## config.mk

```make
export PLATFORM = sky130hd
export DESIGN_NAME = host_port_tail_tag_rstp
export DESIGN_NICKNAME = d
export VERILOG_FILES = /design/src/logic/rstp_tail_pkg.sv /design/src/logic/crc32_byte_step.sv /design/src/logic/rstp_port_decode.sv /design/src/logic/host_port_tail_tag_rstp.sv
export VERILOG_INCLUDE_DIRS = /design/src /design/src/logic
export SDC_FILE = /design/constraint.sdc
export NUM_CORES = 1
export LEC_CHECK = 0
export BUFFER_PORTS_ARGS = -buffer_cell sky130_fd_sc_hd__buf_2
export CORE_UTILIZATION = 60
export CTS_CLUSTER_SIZE = 28
export DETAILED_ROUTE_END_ITERATION = 8
export PLACE_DENSITY = 0.83
export RECOVER_POWER = 100
export SLEW_MARGIN = 40
export SYNTH_ARGS = -nofsm -noshare
export SYNTH_HDL_FRONTEND = slang
export SYNTH_SLANG_ARGS = --single-unit
```

## constraint.sdc

```tcl
create_clock -name clk_i -period 5.15 [get_ports clk_i]
set_input_delay 1.545 -clock clk_i [delete_from_list [all_inputs] [get_ports clk_i]]
set_output_delay 1.545 -clock clk_i [all_outputs]
set_load 0.01 [all_outputs]
```

## src/logic/rstp_tail_defs.svh

```systemverilog
// named constants for the host port tail tag and rstp block
// assumes inclusion by bare name from every file of the block
`ifndef RSTP_TAIL_DEFS_SVH
`define RSTP_TAIL_DEFS_SVH

// ****************************************************************
// register map, byte addresses on the axi4-lite slave
// ****************************************************************
`define RT_AXI_AW 8
`define RT_OFF_GLOBAL 8'h00
`define RT_OFF_PORT0 8'h04
`define RT_PORT_STRIDE 4
`define RT_OFF_STATUS 8'h14
`define RT_OFF_TAGINFO 8'h18

// ****************************************************************
// field positions and reset values
// ****************************************************************
`define RT_BIT_TAG_EN 1
`define RT_BIT_FLUSH_DYN 5
`define RT_BIT_FLUSH_STA 4
`define RT_PC_FIELD 2:0
`define RT_PORT_RST 3'h1
`define RT_TAG_INFO 7:0
`define RT_STATE_W 2

// ****************************************************************
// port settings as {transmit, receive, learning inhibit}
// ****************************************************************
`define RT_SET_DISCARD 3'h1
`define RT_SET_LEARN 3'h0
`define RT_SET_FORWARD 3'h6

// ****************************************************************
// tail tag layout
// ****************************************************************
`define RT_NPORT 4
`define RT_TAG_LOOKUP 7
`define RT_TAG_MODE 7:6
`define RT_TAG_QUEUE 5:4
`define RT_TAG_DEST 3:0
`define RT_TAG_OVR 2'h1
`define RT_TAG_QSEL 2'h0
`define RT_DEST_NONE 4'h0
`define RT_TAG_SRC_PAD 6'h00

// ****************************************************************
// frame check sequence and delay windows
// ****************************************************************
`define RT_CRC_POLY 32'hedb88320
`define RT_CRC_INIT 32'hffffffff
`define RT_H_WIN 5
`define RT_D_WIN 4
`define RT_FCS_LAST 2'h3

// ****************************************************************
// axi responses
// ****************************************************************
`define RT_RESP_OKAY 2'h0
`define RT_RESP_SLVERR 2'h2

`endif

```

## src/logic/rstp_tail_pkg.sv

```systemverilog
// types shared by the host port tail tag and rstp block
// assumes rstp_tail_defs.svh is on the include path
`include "rstp_tail_defs.svh"

package rstp_tail_pkg;

  typedef enum logic [1:0] {
    ST_DISCARD = 2'b00,
    ST_LEARN = 2'b01,
    ST_FORWARD = 2'b10,
    ST_INVALID = 2'b11
  } rstp_state_e;

  typedef enum logic [1:0] {
    PH_IDLE = 2'b00,
    PH_BODY = 2'b01,
    PH_TAG = 2'b10,
    PH_FCS = 2'b11
  } phase_e;

  typedef struct packed {
    logic [7:0] data;
    logic valid;
    logic last;
  } byte_strm_s;

  typedef struct packed {
    logic valid;
    logic lookup;
    logic drop;
    logic override;
    logic [1:0] queue;
    logic [3:0] dest;
  } h2d_desc_s;

  typedef struct packed {
    logic tx_en;
    logic rx_en;
    logic learn_inh;
  } port_ctrl_s;

  typedef struct packed {
    logic user_fwd;
    logic host_ok;
    logic learn_ok;
  } port_allow_s;

  typedef struct packed {
    logic [`RT_AXI_AW-1:0] awaddr;
    logic awvalid;
    logic [31:0] wdata;
    logic [3:0] wstrb;
    logic wvalid;
    logic bready;
    logic [`RT_AXI_AW-1:0] araddr;
    logic arvalid;
    logic rready;
  } axi_req_s;

  typedef struct packed {
    logic awready;
    logic wready;
    logic [1:0] bresp;
    logic bvalid;
    logic arready;
    logic [31:0] rdata;
    logic [1:0] rresp;
    logic rvalid;
  } axi_rsp_s;

endpackage : rstp_tail_pkg

```

## src/logic/crc32_byte_step.sv

```systemverilog
// one byte step of the reflected ethernet frame check sequence
// assumes the caller holds the running value and applies the final inversion
`timescale 1ns/1ps
`include "rstp_tail_defs.svh"

module crc32_byte_step #(
  parameter logic [31:0] POLY = `RT_CRC_POLY
) (
  input wire logic [31:0] crc_i,
  input wire logic [7:0] byte_i,
  output logic [31:0] crc_o
);
  import rstp_tail_pkg::*;

  logic [31:0] c;

  if (POLY == 32'h0) begin : g_bad_poly
    $error("crc32_byte_step: polynomial must be nonzero");
  end

  always_comb begin
    c = crc_i ^ {24'h0, byte_i};
    for (int i = 0; i < 8; i++) begin
      c = c[0] ? ((c >> 1) ^ POLY) : (c >> 1);
    end
    crc_o = c;
  end

endmodule : crc32_byte_step

```

## src/logic/rstp_port_decode.sv

```systemverilog
// decodes one network port's settings into its rstp state and permissions
// assumes settings come from registers on the same clock
`timescale 1ns/1ps
`include "rstp_tail_defs.svh"

module rstp_port_decode (
  input rstp_tail_pkg::port_ctrl_s ctrl_i,
  output rstp_tail_pkg::rstp_state_e state_o,
  output rstp_tail_pkg::port_allow_s allow_o
);
  import rstp_tail_pkg::*;

  always_comb begin
    case ({ctrl_i.tx_en, ctrl_i.rx_en, ctrl_i.learn_inh})
      `RT_SET_DISCARD: state_o = ST_DISCARD;
      `RT_SET_LEARN: state_o = ST_LEARN;
      `RT_SET_FORWARD: state_o = ST_FORWARD;
      default: state_o = ST_INVALID;
    endcase
    allow_o.user_fwd = (state_o == ST_FORWARD);
    allow_o.host_ok = (state_o == ST_LEARN) || (state_o == ST_FORWARD);
    allow_o.learn_ok = !ctrl_i.learn_inh;
  end

endmodule : rstp_port_decode

```

## src/logic/host_port_tail_tag_rstp.sv

```systemverilog
// host port tail tag handling and per-port rstp state control
// assumes byte streams on clk_i from the host link mac and the switch fabric
//
// Summary of operation
// - one rstp state kept per network port
// - discarding port: no topology part, no learning
// - learning port learns, passes only host traffic
// - forwarding port forwards, receives and learns
// - tx 0, rx 0, inhibit 1 selects discarding
// - tx 0, rx 0, inhibit 0 selects learning
// - tx 1, rx 1, inhibit 0 selects forwarding
// - flush bits purge inhibited ports' table entries
// - override frames from host reach discarding ports
// - host may direct frames into learning/forwarding ports
// - tail tag only on host port, one byte
// - tag handling only while global enable set
// - tag low nibble selects destination port mask
// - destination taken from low four bits only
// - tag high nibble 00xx selects egress queue
// - high nibble 01xx overrides transmit blocking
// - tag bit 7 set means normal lookup
// - inserted tag low bits name ingress port
//
// Design decisions made here: the AXI4-Lite interface to the registers and the register addresses.
`timescale 1ns/1ps
`include "rstp_tail_defs.svh"

module host_port_tail_tag_rstp #(
  parameter int NPORT = `RT_NPORT
) (
  input wire logic clk_i,
  input wire logic nrst_i,
  input rstp_tail_pkg::axi_req_s axi_req_i,
  output rstp_tail_pkg::axi_rsp_s axi_rsp_o,
  input rstp_tail_pkg::byte_strm_s h2d_in_i,
  output rstp_tail_pkg::byte_strm_s h2d_out_o,
  output rstp_tail_pkg::h2d_desc_s h2d_desc_o,
  input rstp_tail_pkg::byte_strm_s d2h_in_i,
  input wire logic [1:0] d2h_src_i,
  output rstp_tail_pkg::byte_strm_s d2h_out_o,
  output logic [NPORT-1:0] learn_en_o,
  output logic [NPORT-1:0] user_fwd_o,
  output logic [NPORT-1:0] host_path_o,
  output logic [NPORT-1:0] flush_dyn_o,
  output logic [NPORT-1:0] flush_sta_o
);
  import rstp_tail_pkg::*;

  localparam int AW = `RT_AXI_AW;
  localparam int HW = `RT_H_WIN;
  localparam int DW = `RT_D_WIN;
  localparam logic [2:0] H_FULL = 3'(`RT_H_WIN);
  localparam logic [2:0] D_FULL = 3'(`RT_D_WIN);

  if (NPORT != `RT_NPORT) begin : g_bad_nport
    $error("host_port_tail_tag_rstp: tag format serves four ports only");
  end

  // ****************************************************************
  // state
  // ****************************************************************
  typedef struct packed {
    axi_rsp_s rsp;
    logic aw_held;
    logic w_held;
    logic [AW-1:0] awaddr;
    logic [31:0] wdata;
    logic [3:0] wstrb;
    logic tag_en;
    port_ctrl_s [NPORT-1:0] pc;
    logic [NPORT-1:0] learn_en;
    logic [NPORT-1:0] user_fwd;
    logic [NPORT-1:0] host_path;
    logic [NPORT-1:0] flush_dyn;
    logic [NPORT-1:0] flush_sta;
    phase_e h_ph;
    logic h_byp;
    logic [2:0] h_cnt;
    logic [HW-1:0][7:0] h_win;
    logic [31:0] h_crc;
    logic [1:0] h_idx;
    logic [7:0] h_tag;
    byte_strm_s h_out;
    h2d_desc_s desc;
    phase_e d_ph;
    logic d_byp;
    logic [2:0] d_cnt;
    logic [DW-1:0][7:0] d_win;
    logic [31:0] d_crc;
    logic [1:0] d_idx;
    logic [1:0] d_src;
    logic d_tag_out;
    byte_strm_s d_out;
  } st_s;

  st_s st_ff;
  st_s nxt_st;

  rstp_state_e pstate [NPORT];
  port_allow_s pallow [NPORT];
  logic [NPORT-1:0] inh_vec;
  logic [NPORT-1:0] disc_vec;
  logic [NPORT-1:0] lrn_vec;
  logic [NPORT-1:0] fwd_vec;
  logic [31:0] h_crc_nx;
  logic [31:0] d_crc_nx;
  logic [7:0] d_tag_byte;
  logic [7:0] d_crc_in;
  logic [31:0] rd_data;
  logic rd_err;
  logic [AW-1:0] wa;
  logic werr;
  logic h_bp;
  logic d_bp;
  logic [2:0] h_c0;
  logic [2:0] d_c0;
  logic [31:0] h_fcs;
  logic [31:0] d_fcs;

  function automatic logic [AW-1:0] port_addr(input int p);
    return `RT_OFF_PORT0 + AW'(p * `RT_PORT_STRIDE);
  endfunction : port_addr

  // destination mask from the tag, blocked ports dropped unless override
  function automatic h2d_desc_s tag_decode(input logic [7:0] tag,
                                           input logic [3:0] host_ok,
                                           input logic byp);
    h2d_desc_s d;
    d = '0;
    d.valid = 1'b1;
    if (byp || tag[`RT_TAG_LOOKUP]) begin
      d.lookup = 1'b1;
    end else begin
      d.override = (tag[`RT_TAG_MODE] == `RT_TAG_OVR);
      if (tag[`RT_TAG_MODE] == `RT_TAG_QSEL) begin
        d.queue = tag[`RT_TAG_QUEUE];
      end
      d.dest = tag[`RT_TAG_DEST] & (host_ok | {4{d.override}});
      d.drop = (d.dest == `RT_DEST_NONE);
    end
    return d;
  endfunction : tag_decode

  // ****************************************************************
  // per-port state decode and helpers
  // ****************************************************************
  for (genvar g = 0; g < NPORT; g++) begin : g_port
    rstp_port_decode u_dec (
      .ctrl_i(st_ff.pc[g]),
      .state_o(pstate[g]),
      .allow_o(pallow[g])
    );
  end

  crc32_byte_step u_h_crc (
    .crc_i(st_ff.h_crc),
    .byte_i(st_ff.h_win[HW-1]),
    .crc_o(h_crc_nx)
  );

  crc32_byte_step u_d_crc (
    .crc_i(st_ff.d_crc),
    .byte_i(d_crc_in),
    .crc_o(d_crc_nx)
  );

  always_comb begin
    for (int p = 0; p < NPORT; p++) begin
      inh_vec[p] = st_ff.pc[p].learn_inh;
      disc_vec[p] = (pstate[p] == ST_DISCARD);
      lrn_vec[p] = (pstate[p] == ST_LEARN);
      fwd_vec[p] = (pstate[p] == ST_FORWARD);
    end
    d_tag_byte = {`RT_TAG_SRC_PAD, st_ff.d_src};
    d_crc_in = (st_ff.d_ph == PH_TAG) ? d_tag_byte : st_ff.d_win[DW-1];
    h_fcs = ~st_ff.h_crc;
    d_fcs = ~st_ff.d_crc;
  end

  // ****************************************************************
  // register read decode
  // ****************************************************************
  always_comb begin
    rd_data = '0;
    rd_err = 1'b1;
    wa = {axi_req_i.araddr[AW-1:2], 2'b00};
    if (wa == `RT_OFF_GLOBAL) begin
      rd_err = 1'b0;
      rd_data[`RT_BIT_TAG_EN] = st_ff.tag_en;
    end
    if (wa == `RT_OFF_STATUS) begin
      rd_err = 1'b0;
      for (int p = 0; p < NPORT; p++) begin
        rd_data[`RT_STATE_W*p +: `RT_STATE_W] = pstate[p];
      end
    end
    if (wa == `RT_OFF_TAGINFO) begin
      rd_err = 1'b0;
      rd_data[`RT_TAG_INFO] = st_ff.h_tag;
    end
    for (int p = 0; p < NPORT; p++) begin
      if (wa == port_addr(p)) begin
        rd_err = 1'b0;
        rd_data[`RT_PC_FIELD] = st_ff.pc[p];
      end
    end
  end

  // ****************************************************************
  // next state
  // ****************************************************************
  always_comb begin
    nxt_st = st_ff;
    werr = 1'b1;
    h_bp = st_ff.h_byp;
    d_bp = st_ff.d_byp;
    h_c0 = st_ff.h_cnt;
    d_c0 = st_ff.d_cnt;

    // axi write: address and data taken in either order
    nxt_st.flush_dyn = '0;
    nxt_st.flush_sta = '0;
    if (st_ff.rsp.bvalid && axi_req_i.bready) begin
      nxt_st.rsp.bvalid = 1'b0;
    end
    if (st_ff.rsp.awready && axi_req_i.awvalid) begin
      nxt_st.aw_held = 1'b1;
      nxt_st.awaddr = axi_req_i.awaddr;
    end
    if (st_ff.rsp.wready && axi_req_i.wvalid) begin
      nxt_st.w_held = 1'b1;
      nxt_st.wdata = axi_req_i.wdata;
      nxt_st.wstrb = axi_req_i.wstrb;
    end
    if (st_ff.aw_held && st_ff.w_held) begin
      if ({st_ff.awaddr[AW-1:2], 2'b00} == `RT_OFF_GLOBAL) begin
        werr = 1'b0;
        if (st_ff.wstrb[0]) begin
          nxt_st.tag_en = st_ff.wdata[`RT_BIT_TAG_EN];
          if (st_ff.wdata[`RT_BIT_FLUSH_DYN]) begin
            nxt_st.flush_dyn = inh_vec;
          end
          if (st_ff.wdata[`RT_BIT_FLUSH_STA]) begin
            nxt_st.flush_sta = inh_vec;
          end
        end
      end
      for (int p = 0; p < NPORT; p++) begin
        if ({st_ff.awaddr[AW-1:2], 2'b00} == port_addr(p)) begin
          werr = 1'b0;
          if (st_ff.wstrb[0]) begin
            nxt_st.pc[p] = st_ff.wdata[`RT_PC_FIELD];
          end
        end
      end
      if ({st_ff.awaddr[AW-1:2], 2'b00} == `RT_OFF_STATUS ||
          {st_ff.awaddr[AW-1:2], 2'b00} == `RT_OFF_TAGINFO) begin
        werr = 1'b0;
      end
      nxt_st.aw_held = 1'b0;
      nxt_st.w_held = 1'b0;
      nxt_st.rsp.bvalid = 1'b1;
      nxt_st.rsp.bresp = werr ? `RT_RESP_SLVERR : `RT_RESP_OKAY;
    end
    nxt_st.rsp.awready = !nxt_st.aw_held && !nxt_st.rsp.bvalid;
    nxt_st.rsp.wready = !nxt_st.w_held && !nxt_st.rsp.bvalid;

    // axi read: one outstanding, answer one cycle after the address
    if (st_ff.rsp.rvalid && axi_req_i.rready) begin
      nxt_st.rsp.rvalid = 1'b0;
    end
    if (st_ff.rsp.arready && axi_req_i.arvalid) begin
      nxt_st.rsp.rvalid = 1'b1;
      nxt_st.rsp.rdata = rd_data;
      nxt_st.rsp.rresp = rd_err ? `RT_RESP_SLVERR : `RT_RESP_OKAY;
    end
    nxt_st.rsp.arready = !nxt_st.rsp.rvalid;

    // port permissions toward the fabric
    for (int p = 0; p < NPORT; p++) begin
      nxt_st.learn_en[p] = pallow[p].learn_ok;
      nxt_st.user_fwd[p] = pallow[p].user_fwd;
      nxt_st.host_path[p] = pallow[p].host_ok;
    end

    // host to device: strip tag, recompute fcs
    nxt_st.h_out.valid = 1'b0;
    nxt_st.h_out.last = 1'b0;
    nxt_st.desc.valid = 1'b0;
    case (st_ff.h_ph)
      PH_IDLE, PH_BODY: begin
        if (h2d_in_i.valid) begin
          if (st_ff.h_ph == PH_IDLE) begin
            h_bp = !st_ff.tag_en;
            h_c0 = 3'h0;
            nxt_st.h_crc = `RT_CRC_INIT;
          end
          nxt_st.h_byp = h_bp;
          nxt_st.h_ph = h2d_in_i.last ? PH_IDLE : PH_BODY;
          if (h_bp) begin
            nxt_st.h_out = h2d_in_i;
            if (h2d_in_i.last) begin
              nxt_st.desc = tag_decode(8'h0, st_ff.host_path, 1'b1);
            end
          end else begin
            nxt_st.h_win = {st_ff.h_win[HW-2:0], h2d_in_i.data};
            if (h_c0 == H_FULL) begin
              nxt_st.h_out.data = st_ff.h_win[HW-1];
              nxt_st.h_out.valid = 1'b1;
              nxt_st.h_crc = h_crc_nx;
            end else begin
              nxt_st.h_cnt = h_c0 + 3'h1;
            end
            if (h2d_in_i.last) begin
              nxt_st.h_tag = st_ff.h_win[HW-2];
              nxt_st.h_ph = PH_FCS;
              nxt_st.h_idx = 2'h0;
            end
          end
        end
      end
      PH_FCS: begin
        nxt_st.h_out.valid = 1'b1;
        nxt_st.h_out.data = h_fcs[{st_ff.h_idx, 3'b000} +: 8];
        nxt_st.h_idx = st_ff.h_idx + 2'h1;
        if (st_ff.h_idx == `RT_FCS_LAST) begin
          nxt_st.h_out.last = 1'b1;
          nxt_st.desc = tag_decode(st_ff.h_tag, st_ff.host_path, 1'b0);
          nxt_st.h_ph = PH_IDLE;
        end
      end
      default: nxt_st.h_ph = PH_IDLE;
    endcase

    // device to host: frames the fabric hands over go out, but bytes arriving during tag or fcs output are dropped
    nxt_st.d_out.valid = 1'b0;
    nxt_st.d_out.last = 1'b0;
    nxt_st.d_tag_out = 1'b0;
    case (st_ff.d_ph)
      PH_IDLE, PH_BODY: begin
        if (d2h_in_i.valid) begin
          if (st_ff.d_ph == PH_IDLE) begin
            d_bp = !st_ff.tag_en;
            d_c0 = 3'h0;
            nxt_st.d_crc = `RT_CRC_INIT;
            nxt_st.d_src = d2h_src_i;
          end
          nxt_st.d_byp = d_bp;
          nxt_st.d_ph = d2h_in_i.last ? PH_IDLE : PH_BODY;
          if (d_bp) begin
            nxt_st.d_out = d2h_in_i;
          end else begin
            nxt_st.d_win = {st_ff.d_win[DW-2:0], d2h_in_i.data};
            if (d_c0 == D_FULL) begin
              nxt_st.d_out.data = st_ff.d_win[DW-1];
              nxt_st.d_out.valid = 1'b1;
              nxt_st.d_crc = d_crc_nx;
            end else begin
              nxt_st.d_cnt = d_c0 + 3'h1;
            end
            if (d2h_in_i.last) begin
              nxt_st.d_ph = PH_TAG;
            end
          end
        end
      end
      PH_TAG: begin
        nxt_st.d_out.valid = 1'b1;
        nxt_st.d_out.data = d_tag_byte;
        nxt_st.d_tag_out = 1'b1;
        nxt_st.d_crc = d_crc_nx;
        nxt_st.d_idx = 2'h0;
        nxt_st.d_ph = PH_FCS;
      end
      PH_FCS: begin
        nxt_st.d_out.valid = 1'b1;
        nxt_st.d_out.data = d_fcs[{st_ff.d_idx, 3'b000} +: 8];
        nxt_st.d_idx = st_ff.d_idx + 2'h1;
        if (st_ff.d_idx == `RT_FCS_LAST) begin
          nxt_st.d_out.last = 1'b1;
          nxt_st.d_ph = PH_IDLE;
        end
      end
      default: nxt_st.d_ph = PH_IDLE;
    endcase
  end

  always_ff @(posedge clk_i) begin
    if (!nrst_i) begin
      st_ff <= '0;
      st_ff.pc <= {NPORT{`RT_PORT_RST}};
    end else begin
      st_ff <= nxt_st;
    end
  end

  assign axi_rsp_o = st_ff.rsp;
  assign h2d_out_o = st_ff.h_out;
  assign h2d_desc_o = st_ff.desc;
  assign d2h_out_o = st_ff.d_out;
  assign learn_en_o = st_ff.learn_en;
  assign user_fwd_o = st_ff.user_fwd;
  assign host_path_o = st_ff.host_path;
  assign flush_dyn_o = st_ff.flush_dyn;
  assign flush_sta_o = st_ff.flush_sta;

  // ****************************************************************
  // checks
  // ****************************************************************
  a_disc_quiet: assert property (@(posedge clk_i) disable iff (!nrst_i)
    ((learn_en_o | user_fwd_o | host_path_o) & $past(disc_vec)) == '0)
    else $error("discarding port still learns or passes traffic");

  a_learn_host_only: assert property (@(posedge clk_i) disable iff (!nrst_i)
    ((user_fwd_o & $past(lrn_vec)) == '0) &&
    ((host_path_o & learn_en_o & $past(lrn_vec)) == $past(lrn_vec)))
    else $error("learning port permissions wrong");

  a_fwd_full: assert property (@(posedge clk_i) disable iff (!nrst_i)
    ($past(fwd_vec) & ~(user_fwd_o & host_path_o & learn_en_o)) == '0)
    else $error("forwarding port not fully enabled");

  a_flush_gate: assert property (@(posedge clk_i) disable iff (!nrst_i)
    (flush_dyn_o != '0 || flush_sta_o != '0) |->
    (((flush_dyn_o | flush_sta_o) & ~$past(inh_vec)) == '0)
    ##1 (flush_dyn_o == '0 && flush_sta_o == '0))
    else $error("flush hit a learning port or lasted too long");

  a_tag_lookup: assert property (@(posedge clk_i) disable iff (!nrst_i)
    (h2d_desc_o.valid && !st_ff.h_byp && st_ff.h_tag[`RT_TAG_LOOKUP]) |->
    (h2d_desc_o.lookup && h2d_desc_o.dest == `RT_DEST_NONE))
    else $error("tag bit 7 did not force lookup");

  a_tag_queue: assert property (@(posedge clk_i) disable iff (!nrst_i)
    (h2d_desc_o.valid && !st_ff.h_byp &&
     st_ff.h_tag[`RT_TAG_MODE] == `RT_TAG_QSEL) |->
    (h2d_desc_o.queue == st_ff.h_tag[`RT_TAG_QUEUE] && !h2d_desc_o.lookup))
    else $error("queue select wrong");

  a_ovr_dest: assert property (@(posedge clk_i) disable iff (!nrst_i)
    (h2d_desc_o.valid && !st_ff.h_byp &&
     st_ff.h_tag[`RT_TAG_MODE] == `RT_TAG_OVR) |->
    (h2d_desc_o.override && h2d_desc_o.dest == st_ff.h_tag[`RT_TAG_DEST]))
    else $error("blocking override lost ports");

  a_dest_gate: assert property (@(posedge clk_i) disable iff (!nrst_i)
    (h2d_desc_o.valid && !h2d_desc_o.lookup && !h2d_desc_o.override) |->
    (h2d_desc_o.dest == (st_ff.h_tag[`RT_TAG_DEST] & $past(st_ff.host_path))))
    else $error("destination mask wrong");

  a_bypass_lookup: assert property (@(posedge clk_i) disable iff (!nrst_i)
    (h2d_desc_o.valid && st_ff.h_byp) |-> h2d_desc_o.lookup)
    else $error("untagged frame not sent to lookup");

  a_fcs_count: assert property (@(posedge clk_i) disable iff (!nrst_i)
    (st_ff.h_ph == PH_FCS && st_ff.h_idx == 2'h0) |=>
    h2d_out_o.valid [*4] ##0 (h2d_out_o.last && h2d_desc_o.valid))
    else $error("stripped frame fcs length wrong");

  a_d2h_insert: assert property (@(posedge clk_i) disable iff (!nrst_i)
    (st_ff.d_ph == PH_TAG) |=> st_ff.d_tag_out ##1
    d2h_out_o.valid [*4] ##0 d2h_out_o.last)
    else $error("tag and fcs not appended");

  a_d2h_tag_byte: assert property (@(posedge clk_i) disable iff (!nrst_i)
    st_ff.d_tag_out |->
    (d2h_out_o.valid && d2h_out_o.data == {`RT_TAG_SRC_PAD, st_ff.d_src}))
    else $error("inserted tag byte wrong");

endmodule : host_port_tail_tag_rstp

```

; Word-level counts from Yosys, hierarchy flattened
; Cells that the tools add are included.
[op_classes]
add_sub_neg = 4
eq_ne = 47
n_shift = 2
mux = 103
bitwise = 26
reduce_logical = 59
[op_table]
columns = operator, count
row1 = 32-bit 2-to-1 mux, 20
row2 = 13-bit NOT with 14-bit output, 16
row3 = 108-bit 2-to-1 mux, 1
row4 = 85-bit 2-to-1 mux, 1
row5 = 70-bit 2-to-1 mux, 1
row6 = 67-bit 2-to-1 mux, 1
row7 = 32-bit NOT, 2
row8 = 32-bit case mux with 2 select lines, 1
row9 = 32-bit by 6-bit indexed part select with 8-bit output, 2
row10 = 32-bit by 8-bit bitwise XOR with 32-bit output, 2
row11 = 20-bit case mux with 2 select lines, 1
row12 = 6-bit by 3-bit == test with 1-bit output (second input constant), 6
row13 = 3-bit 2-to-1 mux, 12
row14 = 9-bit 2-to-1 mux, 4
row15 = 1-bit 2-to-1 mux, 32
row16 = 8-bit 2-to-1 mux, 4
row17 = 10-bit 2-to-1 mux, 3
row18 = 2-bit case mux with 3 select lines, 5
row19 = 9-bit case mux with 3 select lines, 1
row20 = 3-bit AND reduction, 9
row21 = 6-bit by 2-bit == test with 1-bit output (second input constant), 4
row22 = 11-bit 2-to-1 mux, 2
row23 = 2-bit 2-to-1 mux, 10
row24 = 2-bit == test (second input constant), 9
row25 = other kinds (25), 92
[totals]
reg_bits = 259
input_bits = 81
out_inout_bits = 91
word_cells = 305

; Longest topological paths before layout
; Gate-level depths: netlist (run 1).
[logic_depth]
depth_word = 23
depth_mapped = 11
depth_no_buf = 10

; Hierarchy
; A second synthesis (run 1) with hierarchy kept.
[hier_totals]
hier_cells = 1335
hier_area_um2 = 12772.2
[modules_own_cells]
columns = module, instances, cells_each, area_each_um2
row1 = host_port_tail_tag_rstp, 1, 1159, 11050.6
row2 = crc32_byte_step, 2, 72, 770.7
row3 = rstp_port_decode, 4, 8, 45.0

; Worst setup path after synthesis (run 1)
; No wires, ideal clock.
[synth_timing]
kind = input to register
startpoint = in axi_req_i[4] (netlist bit)
endpoint = reg st_ff, in the netlist axi_rsp_o[3]
setup_time_ns = 0.070
t_arrival_ns = 3.147
required_time_ns = 5.080
setup_slack_ns = 1.934
stages = 9
n_path_buf = 2
cell_sequence = clkbuf_1 > inv_1 > or3b_2 > clkbuf_1 > a211oi_1 > a211oi_1 > o21ai_0 > o311ai_0 > a21oi_1
[synth_via]
elab_chain_cells = 7
[synth_lines]
columns = element, line_no
row1 = start: declaration, host_port_tail_tag_rstp.sv:33  ; input rstp_tail_pkg::axi_req_s axi_req_i,
row2 = 6-bit by 3-bit == test with 1-bit output (no line), n/a
row3 = 8-bit 2-to-1 mux, host_port_tail_tag_rstp.sv:191  ; if (wa == `RT_OFF_STATUS) begin
row4 = 8-bit 2-to-1 mux, host_port_tail_tag_rstp.sv:197  ; if (wa == `RT_OFF_TAGINFO) begin
row5 = 3-bit 2-to-1 mux (3 in series), host_port_tail_tag_rstp.sv:202  ; if (wa == port_addr(p)) begin
row6 = 3-bit 2-to-1 mux (*), host_port_tail_tag_rstp.sv:202
row7 = end signal: assignment, host_port_tail_tag_rstp.sv:393  ; st_ff <= nxt_st;
row8 = end: declaration, host_port_tail_tag_rstp.sv:96  ; st_s st_ff;
; Every way passes the cells marked *; elsewhere a longest branch is shown, timed or not.
; A chain may end at the register's enable or synchronous reset.

; Worst setup path in the final report (run 1)
[layout_timing]
startpoint = in h2d_in_i[1] (netlist bit)
endpoint = reg st_ff, in the netlist h2d_out_o[8]
[layout_via]
elab_chain_cells = 2
[layout_lines]
columns = element, line_no
row1 = start: declaration, host_port_tail_tag_rstp.sv:35  ; input rstp_tail_pkg::byte_strm_s h2d_in_i,
row2 = 2-bit != test (no line), n/a
row3 = 3-bit AND reduction (no line), n/a
; Every way passes these cells.

==> summary.md, run 1 <==
| Metric | Value |
|---|---|
| Sequential cell area fraction in the yosys report | `42.3%` |
| Hold Startpoint | `st_ff[149]` |
| Row cnt | `51` |
| Post-CTS Hold Fix Bufs | `0` |
| Most frequent cells in the layout | `dfxtp_1, nand2_1, a21oi_1` |
| Die X | `143 µm` |
| Post-Syn Instances | `1,402` |
| CP arrival | `4.01 ns` |
| CP endpoint kind | `flip-flop` |
| CTS tree | `done` |
| Async SR Flop Fraction | `0%` |
| PnR worst setup slack | `1.57 ns` |
| Die Span Y | `143 µm` |
| Crit Path Max Fanout | `34` |
| Pre-CTS setup slack | `1.68 ns` |
| Run status | `complete, but fails checks` |
| Post-Place Cells | `1,643` |
| Final Net Count | `1,496` |
| Critical path required time | `5.58 ns` |
| PortBufs | `111` |
| Core box area | `19,500 µm²` |
| Largest net degree at the start of global routing | `88` |
| Clock Tree Root | `clkbuf_16` |
| Crit path from | `h2d_in_i[1]` |
| Peak Freq | `0.279 GHz` |
| RSZ-0062 raised after global routing | `false` |
| Final min period | `3.58 ns` |
| Synthesized area per cell | `8.53 µm²` |
| H-Tree Depth | `1` |
| Post-CTS setup buffer count | `0` |
| TritonCTS Sinks | `253` |
| Failing checks | `max-capacitance violations, max-slew violations` |
| Rel. slew slack | `-5.23%` |
| TritonCTS Buffers | `26` |
| Post-DP HPWL | `17.6 mm` |
| Final setup violation count | `0` |
| Worst Skew | `0.00952 ns` |
| Clock slew at reported path FFs | `0.06 ns` |
| Grt total ovfl | `0` |
| Mapped Area | `12,000 µm²` |
| Startpoint Class | `input port` |
| Leakage | `0.00464 µW` |
| PostCTS Resize Cnt | `0` |
| Share of layout cells above drive strength 1 | `9.24%` |
| Share of the synthesized area in the top cell type | `42.3%` |
| Power per cell area | `374 nW/µm²` |
| Routability cong. | `0.935` |
| Final ANT Viol Nets | `0` |
| Max VDD drop | `0.288 mV` |
| Slew @ Worst Pin | `1.58 ns` |
| Drt pass-1 iters | `5` |
| Worst R2R Start | `st_ff[84]` |
| Setup TNS | `0 ns` |
| Worst min-delay path class | `flip-flop to flip-flop` |
| Setup CP Type | `input port to flip-flop` |
| Number of I/O pins | `172` |
| Number of global-route vias before repair | `8,575` |
| Initial antenna violation count | `0` |
| Yosys reg bits | `253` |
| Post-route clock period utilization | `69.5%` |
| Main synth FF type | `dfxtp_1` |
| DR vias | `9,400` |
| Area leader, netlist | `dfxtp_1` |
| Starting Density | `61.3%` |
| Total track usage | `25.6%` |
| Routed WL | `26.7 mm` |
| First-pass GRT wire length | `42.4 mm` |
| Library cells used by synthesis | `59` |
| Worst skew pair latency | `0.53 ns` |
| Final hold violation count | `0` |
| Post-synth EDFFs | `0` |
| Commonest non-fill, non-tap cell in the layout | `dfxtp_1` |
| Clock buffer depth | `3` |
| Ant. Diodes | `0` |
| Initial DRC count | `717` |
| Slew Viols, Final | `119` |
| Ys Warns | `0` |
| Full die area | `20,500 µm²` |
| Wire length per cell | `15.8 µm` |
| Drt drc | `0` |
| Area growth syn-to-layout | `7.36%` |
| DR vias/cell | `5.59` |
| Layout Cells excl Fill | `1,683` |
| Max Cap Viol | `2` |
| Area contributors post-synth | `dfxtp_1, a21oi_1, nand2_1` |
Yosys cell counts (8+ instances only):
master	instances
buf_4	91
nand2_1	224
nand3_1	21
dfxtp_1	253
o22ai_1	10
inv_1	11
nand2b_1	10
xnor2_1	96
mux4_2	16
nor3_1	12
o21ai_0	77
a22o_1	8
mux2i_1	16
clkbuf_1	70
and2_1	15
a211oi_1	10
xor2_1	47
a221oi_1	17
a21oi_1	197
nor2_1	110
ha_1	9
final cells by class:
cell class	instances	area, µm²
Multi-Input combinational cell	991	5980
Timing Repair Buffer	122	536
Fill cell	1628	6680
Tap cell	265	332
Inverter	12	50.0
Clock buffer	33	718
Sequential cell	253	5060
Clock inverter	7	160
stage by stage:
step	hold slack, ns	instance area (µm²)	total power (µW)	util, %
floorplan	0.432	12100	2740	-
CTS	0.448	12900	4830	66.3
finish	0.446	12800	4800	65.8
global placement	0.437	12000	2840	61.6
global route	0.460	12800	4980	65.8
detailed placement	0.443	12100	2870	61.8
report_power, final:
part	switching (µW)	internal (µW)
clock	741	1220
sequential	84.9	2040
combinational	401	310
worst max-delay path: stages:
cell and delay [ns]:
clkbuf_1 0.14, nor2b_1 0.28, nand2_1 0.20, nor3_1 0.20, clkbuf_1 1.14, a221oi_1 0.28, a21oi_1 0.21
path summary, 6_finish.rpt:
path | to | slack, ns | cells after the start
setup reg to reg | st_ff[39] | 1.85 | 9
hold / removal | st_ff[157] | 0.45 | 2
setup / recovery | h2d_out_o[8] | 1.57 | 7
hold reg to reg | st_ff[157] | 0.45 | 2
metal layers:
layer  track usage, %  vias to the layer above  share of wire (%)
met4             7.78                        0                2.0
met1             34.9                     4408                 45
met5                0                        -                  0
met2             41.7                      315                 46
li1                 -                     4632                  -
met3             4.09                       45                7.0
state kept, by name, summed over array words and instances, names as in the netlist:
| name | count |
|---|---|
| st_ff | 183 |
| axi_rsp_o | 15 |
| d2h_out_o | 10 |
| h2d_out_o | 10 |
| h2d_desc_o | 9 |
| flush_dyn_o | 4 |
| flush_sta_o | 4 |
| host_path_o | 4 |
| inh_vec | 4 |
| learn_en_o | 4 |
| user_fwd_o | 4 |
| d_tag_byte | 2 |
logic make-up (layout without fill, tap and decap cells):
kind of cell / count (synthesis) / after routing / synth area share [%]
AO/OA/AOI/OAI: 343 / 343 / 15.9
XOR/XNOR: 150 / 150 / 11.7
adder cells (fa/ha/maj): 9 / 9 / 0.941
multiplexers: 38 / 38 / 5.03
buffers and inverters: 183 / 174 / 8.88
AND/OR/NAND/NOR: 425 / 425 / 15.2
other: 1 / 26 / 0.0313
flip-flops: 253 / 253 / 42.3
(Power assumes the default switching activity.)
==> run 2: changes to the inputs <==
--- a/config.mk
+++ b/config.mk
@@ -7,10 +7,10 @@
 export NUM_CORES = 1
 export LEC_CHECK = 0
 export BUFFER_PORTS_ARGS = -buffer_cell sky130_fd_sc_hd__buf_2
-export CORE_UTILIZATION = 60
+export CORE_UTILIZATION = 58
 export CTS_CLUSTER_SIZE = 28
 export DETAILED_ROUTE_END_ITERATION = 8
-export PLACE_DENSITY = 0.83
+export PLACE_DENSITY = 0.81
 export RECOVER_POWER = 100
 export SLEW_MARGIN = 40
 export SYNTH_ARGS = -nofsm -noshare
==> constraint.sdc (replaced) <==
create_clock -name clk_i -period 3.4 [get_ports clk_i]
set_input_delay 1.02 -clock clk_i [delete_from_list [all_inputs] [get_ports clk_i]]
set_output_delay 1.02 -clock clk_i [all_outputs]
set_load 0.01 [all_outputs]
==> run 2 against run 1 <==
Against the previous run: hold slack got worse by 0.0027 ns; sequential cell count unchanged; total power increased by 51%; non-clock buffer count up 10; largest power group unchanged; clock power rose by 49%; combinational power is 52% higher; the run still ends with max-capacitance violations, max-slew violations left; wire length grew 0.42%; design area increased by 0.83%.
==> summary.md, run 2 (synthesis results as in run 1) <==
| Metric | Value |
|---|---|
| Post-CTS Hold Fix Bufs | `0 (unchanged)` |
| Max VDD drop | `0.353 mV (+23%)` |
| Commonest non-fill, non-tap cell in the layout | `dfxtp_1` |
| Number of I/O pins | `172 (unchanged)` |
| Worst Skew | `0.0102 ns (+0.000642 ns)` |
| DR vias | `9,427 (+0.29%)` |
| CTS tree | `done` |
| Register area | `5060 µm² (unchanged)` |
| RSZ-0062 raised after global routing | `false` |
| Clock Tree Root | `clkbuf_16` |
| Number of global-route vias before repair | `8,722 (+1.7%)` |
| M3 GR Usage | `3.82% (-0.27 points)` |
| Peak Freq | `0.347 GHz` |
| Largest net degree at the start of global routing | `78 (-11%)` |
| Fill cell count | `1,709 (+5.0%)` |
| Final ANT Viol Nets | `0 (unchanged)` |
| Leakage | `0.00470 µW (+1.3%)` |
| Failing checks | `max-capacitance violations, max-slew violations` |
| DR vias/cell | `5.53 (-0.95%)` |
| Post-DP HPWL | `17.9 mm (+1.7%)` |
| Row cnt | `52 (+2.0%)` |
| Setup TNS | `0 ns (unchanged)` |
| Hold Startpoint | `st_ff[68]` |
| CP endpoint kind | `flip-flop` |
| TritonCTS Sinks | `253 (unchanged)` |
| Final setup violation count | `0 (unchanged)` |
| Core box area | `20,200 µm² (+3.6%)` |
| Grt peak-use layer | `met2` |
| Worst min-delay path class | `flip-flop to flip-flop` |
| Biggest register | `st_ff` |
| Met2 usage | `40.6% (-1.1 points)` |
| Crit path from | `nrst_i` |
| Met1 Use GR | `34.3% (-0.66 points)` |
| Clock slew at reported path FFs | `0.06 ns (about the same)` |
| Ant. Diodes | `0 (unchanged)` |
| Die X | `146 µm (+1.7%)` |
| Startpoint Class | `input port` |
| Full die area | `21,200 µm² (+3.4%)` |
| Total track usage | `25.0% (-0.67 points)` |
| Drt drc | `0 (unchanged)` |
| Initial DRC count | `696 (-2.9%)` |
| Final min period | `2.88 ns` |
| Area growth syn-to-layout | `8.25%` |
| Critical path required time | `3.82 ns (-1.76 ns)` |
| Final Net Count | `1,506 (+0.67%)` |
| Most frequent cells in the layout | `dfxtp_1, nand2_1, a21oi_1` |
| Post-Layout Inst Area | `13,000 µm² (+0.83%)` |
| Multi-input logic area | `5960 µm² (-0.42%)` |
| Post-route clock period utilization | `84.6%` |
| H-Tree Depth | `1 (unchanged)` |
| Setup CP Type | `input port to flip-flop` |
| Final core occ | `64.0% (-1.8 points)` |
| Worst R2R Start | `st_ff[83]` |
| Final hold violation count | `0 (unchanged)` |
| Rel. slew slack | `-1.56% (+3.7 points)` |
| Share of layout cells above drive strength 1 | `10.3% (+1.1 points)` |
| Wire length per cell | `15.7 µm (-0.82%)` |
| Power per cell area | `558 nW/µm² (+49%)` |
| Slew @ Worst Pin | `1.52 ns (-0.0634 ns)` |
| Die Span Y | `146 µm (+1.7%)` |
| Slew Viols, Final | `40 (-66%)` |
| Clock buffer depth | `3 (unchanged)` |
| Routability cong. | `0.886 (-5.2%)` |
| Max reg flops | `183 (unchanged)` |
| TritonCTS Buffers | `26 (unchanged)` |
| Area after DPL | `12,100 µm² (+0.66%)` |
| PostCTS Resize Cnt | `0 (unchanged)` |
| PortBufs | `111 (unchanged)` |
| Run status | `complete, but fails checks` |
| Max Cap Viol | `1 (-1)` |
| Worst skew pair latency | `0.53 ns (about the same)` |
| Drt pass-1 iters | `5 (unchanged)` |
| Routed WL | `26.8 mm (+0.42%)` |
| Starting Density | `59.1% (-2.1 points)` |
| Worst hold margin | `0.443 ns (-0.00266 ns)` |
| Post-CTS setup buffer count | `0 (unchanged)` |
| Initial antenna violation count | `1 (+1)` |
| Crit Path Max Fanout | `53 (+56%)` |
| First-pass GRT wire length | `43.9 mm (+3.6%)` |
| CP arrival | `3.30 ns (-0.71 ns)` |
| Grt total ovfl | `0 (unchanged)` |
## run 2: cell count changes in the layout (fill, tap and decap cells not counted), sizes merged
| cell | change |
|---|---|
| buf | +12 |
| clkinvlp | +5 |
| clkinv | +3 |
| bufinv | -2 |
| clkbuf | -1 |
| inv | -1 |
## run 2: worst paths after layout
kind	endpoint	slack (ns)	cells past startpoint
worst max-delay path	st_ff[83]	0.52	4
worst min-delay path	st_ff[76]	0.44	2
worst max register to register	d2h_out_o[3]	0.59	10
worst min register to register	st_ff[76]	0.44	2
## run 2: critical path, stage by stage
cell        delay (ns)
clkbuf_1          0.12
clkinvlp_2        1.18
buf_12            0.63
a311oi_1          0.31
## run 2: report_power, final
group | internal [µW] | switching (µW) | total, µW
Sequential | 3090 | 125 | 3220
Combinational | 483 | 599 | 1080
Clock | 1760 | 1170 | 2930
## run 2: area by class of cell
class / count / share of cell area [%]
Multi-Input combinational cell: 991 / 46.0
Inverter: 12 / 0.357
Sequential cell: 253 / 39.1
Clock buffer: 34 / 5.73
Tap cell: 270 / 2.61
Clock inverter: 12 / 1.12
Timing Repair Buffer: 132 / 5.06
## run 2: per-stage QoR
step	total power, µW	setup WS, ns	instances
2_1_floorplan	4160	0.709	1427
3_3_place_gp	4330	0.511	1658
3_5_place_dp	4350	0.484	1658
4_1_cts	7270	0.732	1704
5_1_grt	7540	0.290	1704
6_report	7230	0.522	1704
## run 2: layer usage
layer,up-vias,part of all wire [%]
li1,4661,-
met1,4401,46
met5,-,0
met2,322,46
met3,43,6.6
met4,0,1.9
==> run 3: changes to the inputs <==
--- a/config.mk
+++ b/config.mk
@@ -7,10 +7,10 @@
 export NUM_CORES = 1
 export LEC_CHECK = 0
 export BUFFER_PORTS_ARGS = -buffer_cell sky130_fd_sc_hd__buf_2
-export CORE_UTILIZATION = 58
+export CORE_UTILIZATION = 52
 export CTS_CLUSTER_SIZE = 28
 export DETAILED_ROUTE_END_ITERATION = 8
-export PLACE_DENSITY = 0.81
+export PLACE_DENSITY = 0.76
 export RECOVER_POWER = 100
 export SLEW_MARGIN = 40
 export SYNTH_ARGS = -nofsm -noshare
==> constraint.sdc (replaced) <==
create_clock -name clk_i -period 2.4 [get_ports clk_i]
set_input_delay 0.72 -clock clk_i [delete_from_list [all_inputs] [get_ports clk_i]]
set_output_delay 0.72 -clock clk_i [all_outputs]
set_load 0.01 [all_outputs]
==> run 3 against run 2 <==
Against the previous run: the run now ends clean; count of clock-buffer cells in the layout rose by 2; global-route usage fell by 2.4 points; core utilization fell by 5.1 points; wire length rose by 1.5%; critical endpoint is now st_ff[189]; largest power group unchanged; highest routed layer unchanged.
==> summary.md, run 3 (synthesis results as in run 1) <==
| Metric | Value |
|---|---|
| Number of global-route vias before repair | `8,610 (-1.3%)` |
| Wire length per cell | `15.4 µm (-1.9%)` |
| Area growth syn-to-layout | `11.1%` |
| Worst Hold End | `st_ff[149]` |
| Final hold violation count | `0 (unchanged)` |
| Initial DRC count | `610 (-12%)` |
| Pre-CTS setup slack | `-0.0373 ns (-0.521 ns)` |
| Startpoint Class | `flip-flop` |
| Crit Path Max Fanout | `14 (-74%)` |
| Initial antenna violation count | `0 (-1)` |
| Layout Cells excl Fill | `1,764 (+3.5%)` |
| Worst min-delay path class | `input port to flip-flop` |
| Worst R2R Start | `st_ff[191]` |
| PnR worst setup slack | `0.166 ns (-0.356 ns)` |
| Share of layout cells above drive strength 1 | `12.7% (+2.4 points)` |
| Slew Viols, Final | `0 (-100%)` |
| Setup CP Type | `flip-flop to flip-flop` |
| Final Net Count | `1,549 (+2.9%)` |
| Worst skew pair latency | `0.53 ns (about the same)` |
| Total power | `10,400 µW (+44%)` |
| Grt total ovfl | `0 (unchanged)` |
| CP endpoint kind | `flip-flop` |
| Commonest non-fill, non-tap cell in the layout | `dfxtp_1` |
| Number of I/O pins | `172 (unchanged)` |
| Register area | `5070 µm² (about the same)` |
| PortBufs | `111 (unchanged)` |
| Core box area | `22,600 µm² (+12%)` |
| Critical path required time | `2.81 ns (-1.01 ns)` |
| FF-to-FF setup slack | `0.17 ns (-0.42 ns)` |
| Post-DP HPWL | `18.9 mm (+5.6%)` |
| Most frequent cells in the layout | `dfxtp_1, nand2_1, a21oi_1` |
| Run status | `completed` |
| Max VDD drop | `0.418 mV (+18%)` |
| Die Span Y | `154 µm (+5.5%)` |
| H-Tree Depth | `1 (unchanged)` |
| First-pass GRT wire length | `44.0 mm (+0.11%)` |
| Die X | `154 µm (+5.5%)` |
| Multi-input logic area | `5970 µm² (+0.25%)` |
| Max Cap Viol | `0 (-1)` |
| Biggest register | `st_ff` |
| Worst hold stages | `3 (+1)` |
| Full die area | `23,600 µm² (+11%)` |
| Max reg flops | `183 (unchanged)` |
| CTS tree | `done` |
| Clock Tree Root | `clkbuf_16` |
| Leakage | `0.00492 µW (+4.8%)` |
| CP arrival | `2.65 ns (-0.65 ns)` |
| Routed WL | `27.2 mm (+1.5%)` |
| Post-CTS setup buffer count | `0 (unchanged)` |
| Rel. slew slack | `30.1% (+32 points)` |
| Peak Freq | `0.448 GHz` |
| RR Endpoint | `st_ff[189]` |
| Clock buffer depth | `3 (unchanged)` |
| Post-CTS Hold Fix Bufs | `0 (unchanged)` |
| TritonCTS Sinks | `253 (unchanged)` |
| DR vias | `9,516 (+0.94%)` |
| Final setup violation count | `0 (unchanged)` |
| Total track usage | `22.6% (-2.4 points)` |
| Ant. Diodes | `0 (unchanged)` |
| Final min period | `2.23 ns` |
| Largest net degree at the start of global routing | `48 (-38%)` |
| Post-route clock period utilization | `93.1%` |
| Drt pass-1 iters | `5 (unchanged)` |
| DR vias/cell | `5.39 (-2.5%)` |
| Reg2Reg Depth | `6 (-4)` |
| Routability cong. | `0.913 (+3.0%)` |
| Drt drc | `0 (unchanged)` |
| Power per cell area | `781 nW/µm² (+40%)` |
| TritonCTS Buffers | `26 (unchanged)` |
| RSZ-0062 raised after global routing | `false` |
| Worst Skew | `0.00929 ns (-0.000873 ns)` |
| Fill cell count | `2,009 (+18%)` |
| Row cnt | `55 (+5.8%)` |
| Starting Density | `53.0% (-6.1 points)` |
| Hold Startpoint | `h2d_in_i[4]` |
| Slew @ Worst Pin | `1.04 ns (-0.472 ns)` |
| Clock slew at reported path FFs | `0.06 ns (about the same)` |
| PostCTS Resize Cnt | `0 (unchanged)` |
| Final core occ | `58.9% (-5.1 points)` |
| Post-Place Cells | `1,716 (+3.5%)` |
| Final ANT Viol Nets | `0 (unchanged)` |
-- run 3: cell types whose count changed in the layout (fill, tap and decap cells not counted), sizes merged --
| cell | before | now |
|---|---|---|
| buf | 61 | 93 |
| clkinvlp | 5 | 2 |
| clkinv | 5 | 8 |
| clkbuf | 105 | 118 |
-- run 3: through the flow --
stage	hold slack, ns	setup TNS [ns]	cell area, µm²
2_1_floorplan	0.432	0	12100
3_3_place_gp	0.436	-0.0824	12500
3_5_place_dp	0.442	-0.0649	12500
4_1_cts	0.427	0	13400
5_1_grt	0.434	0	13300
6_report	0.445	0	13300
-- run 3: cell type report --
cell class / instances / area share [%]
sequential: 253 / 38.1
clock inverter: 12 / 1.06
clock buffer: 36 / 5.72
inverter: 12 / 0.348
timing repair buffer: 175 / 7.11
tap: 285 / 2.68
multi-input combinational: 991 / 45.0
-- run 3: metal layers --
layer  vias up  wire (µm)  global-route usage, %
met5         -          0                      0
met4         0        480                   6.10
met3        44       1710                   3.69
met2       273      12500                   36.2
met1      4451      12500                   31.5
li1       4748          -                      -
-- run 3: worst max path at each step --
stage                      start      endpoint  slack (ns)  cells after the start
floorplan           axi_req_i[4]  axi_rsp_o[3]       0.009                      9
global placement    axi_req_i[9]  axi_rsp_o[3]       -0.04                      9
detailed placement  axi_req_i[9]  axi_rsp_o[5]       -0.04                      9
CTS                    st_ff[83]     st_ff[36]        0.04                      9
global route          st_ff[191]  h2d_out_o[8]       0.009                     10
finish                st_ff[191]    st_ff[189]        0.17                      6
-- run 3: where the power goes --
part | switching [µW] | total [µW] | internal, µW
Sequential | 168 | 4550 | 4380
Combinational | 883 | 1630 | 751
Clock | 1660 | 4190 | 2530
-- run 3: critical path, stage by stage, from the launching register on --
cell      delay (ns)
dfxtp_1         0.32
clkbuf_1        0.33
mux2i_1         0.34
and2_1          0.22
clkbuf_1        0.53
a21oi_1         0.15
a211oi_1        0.23
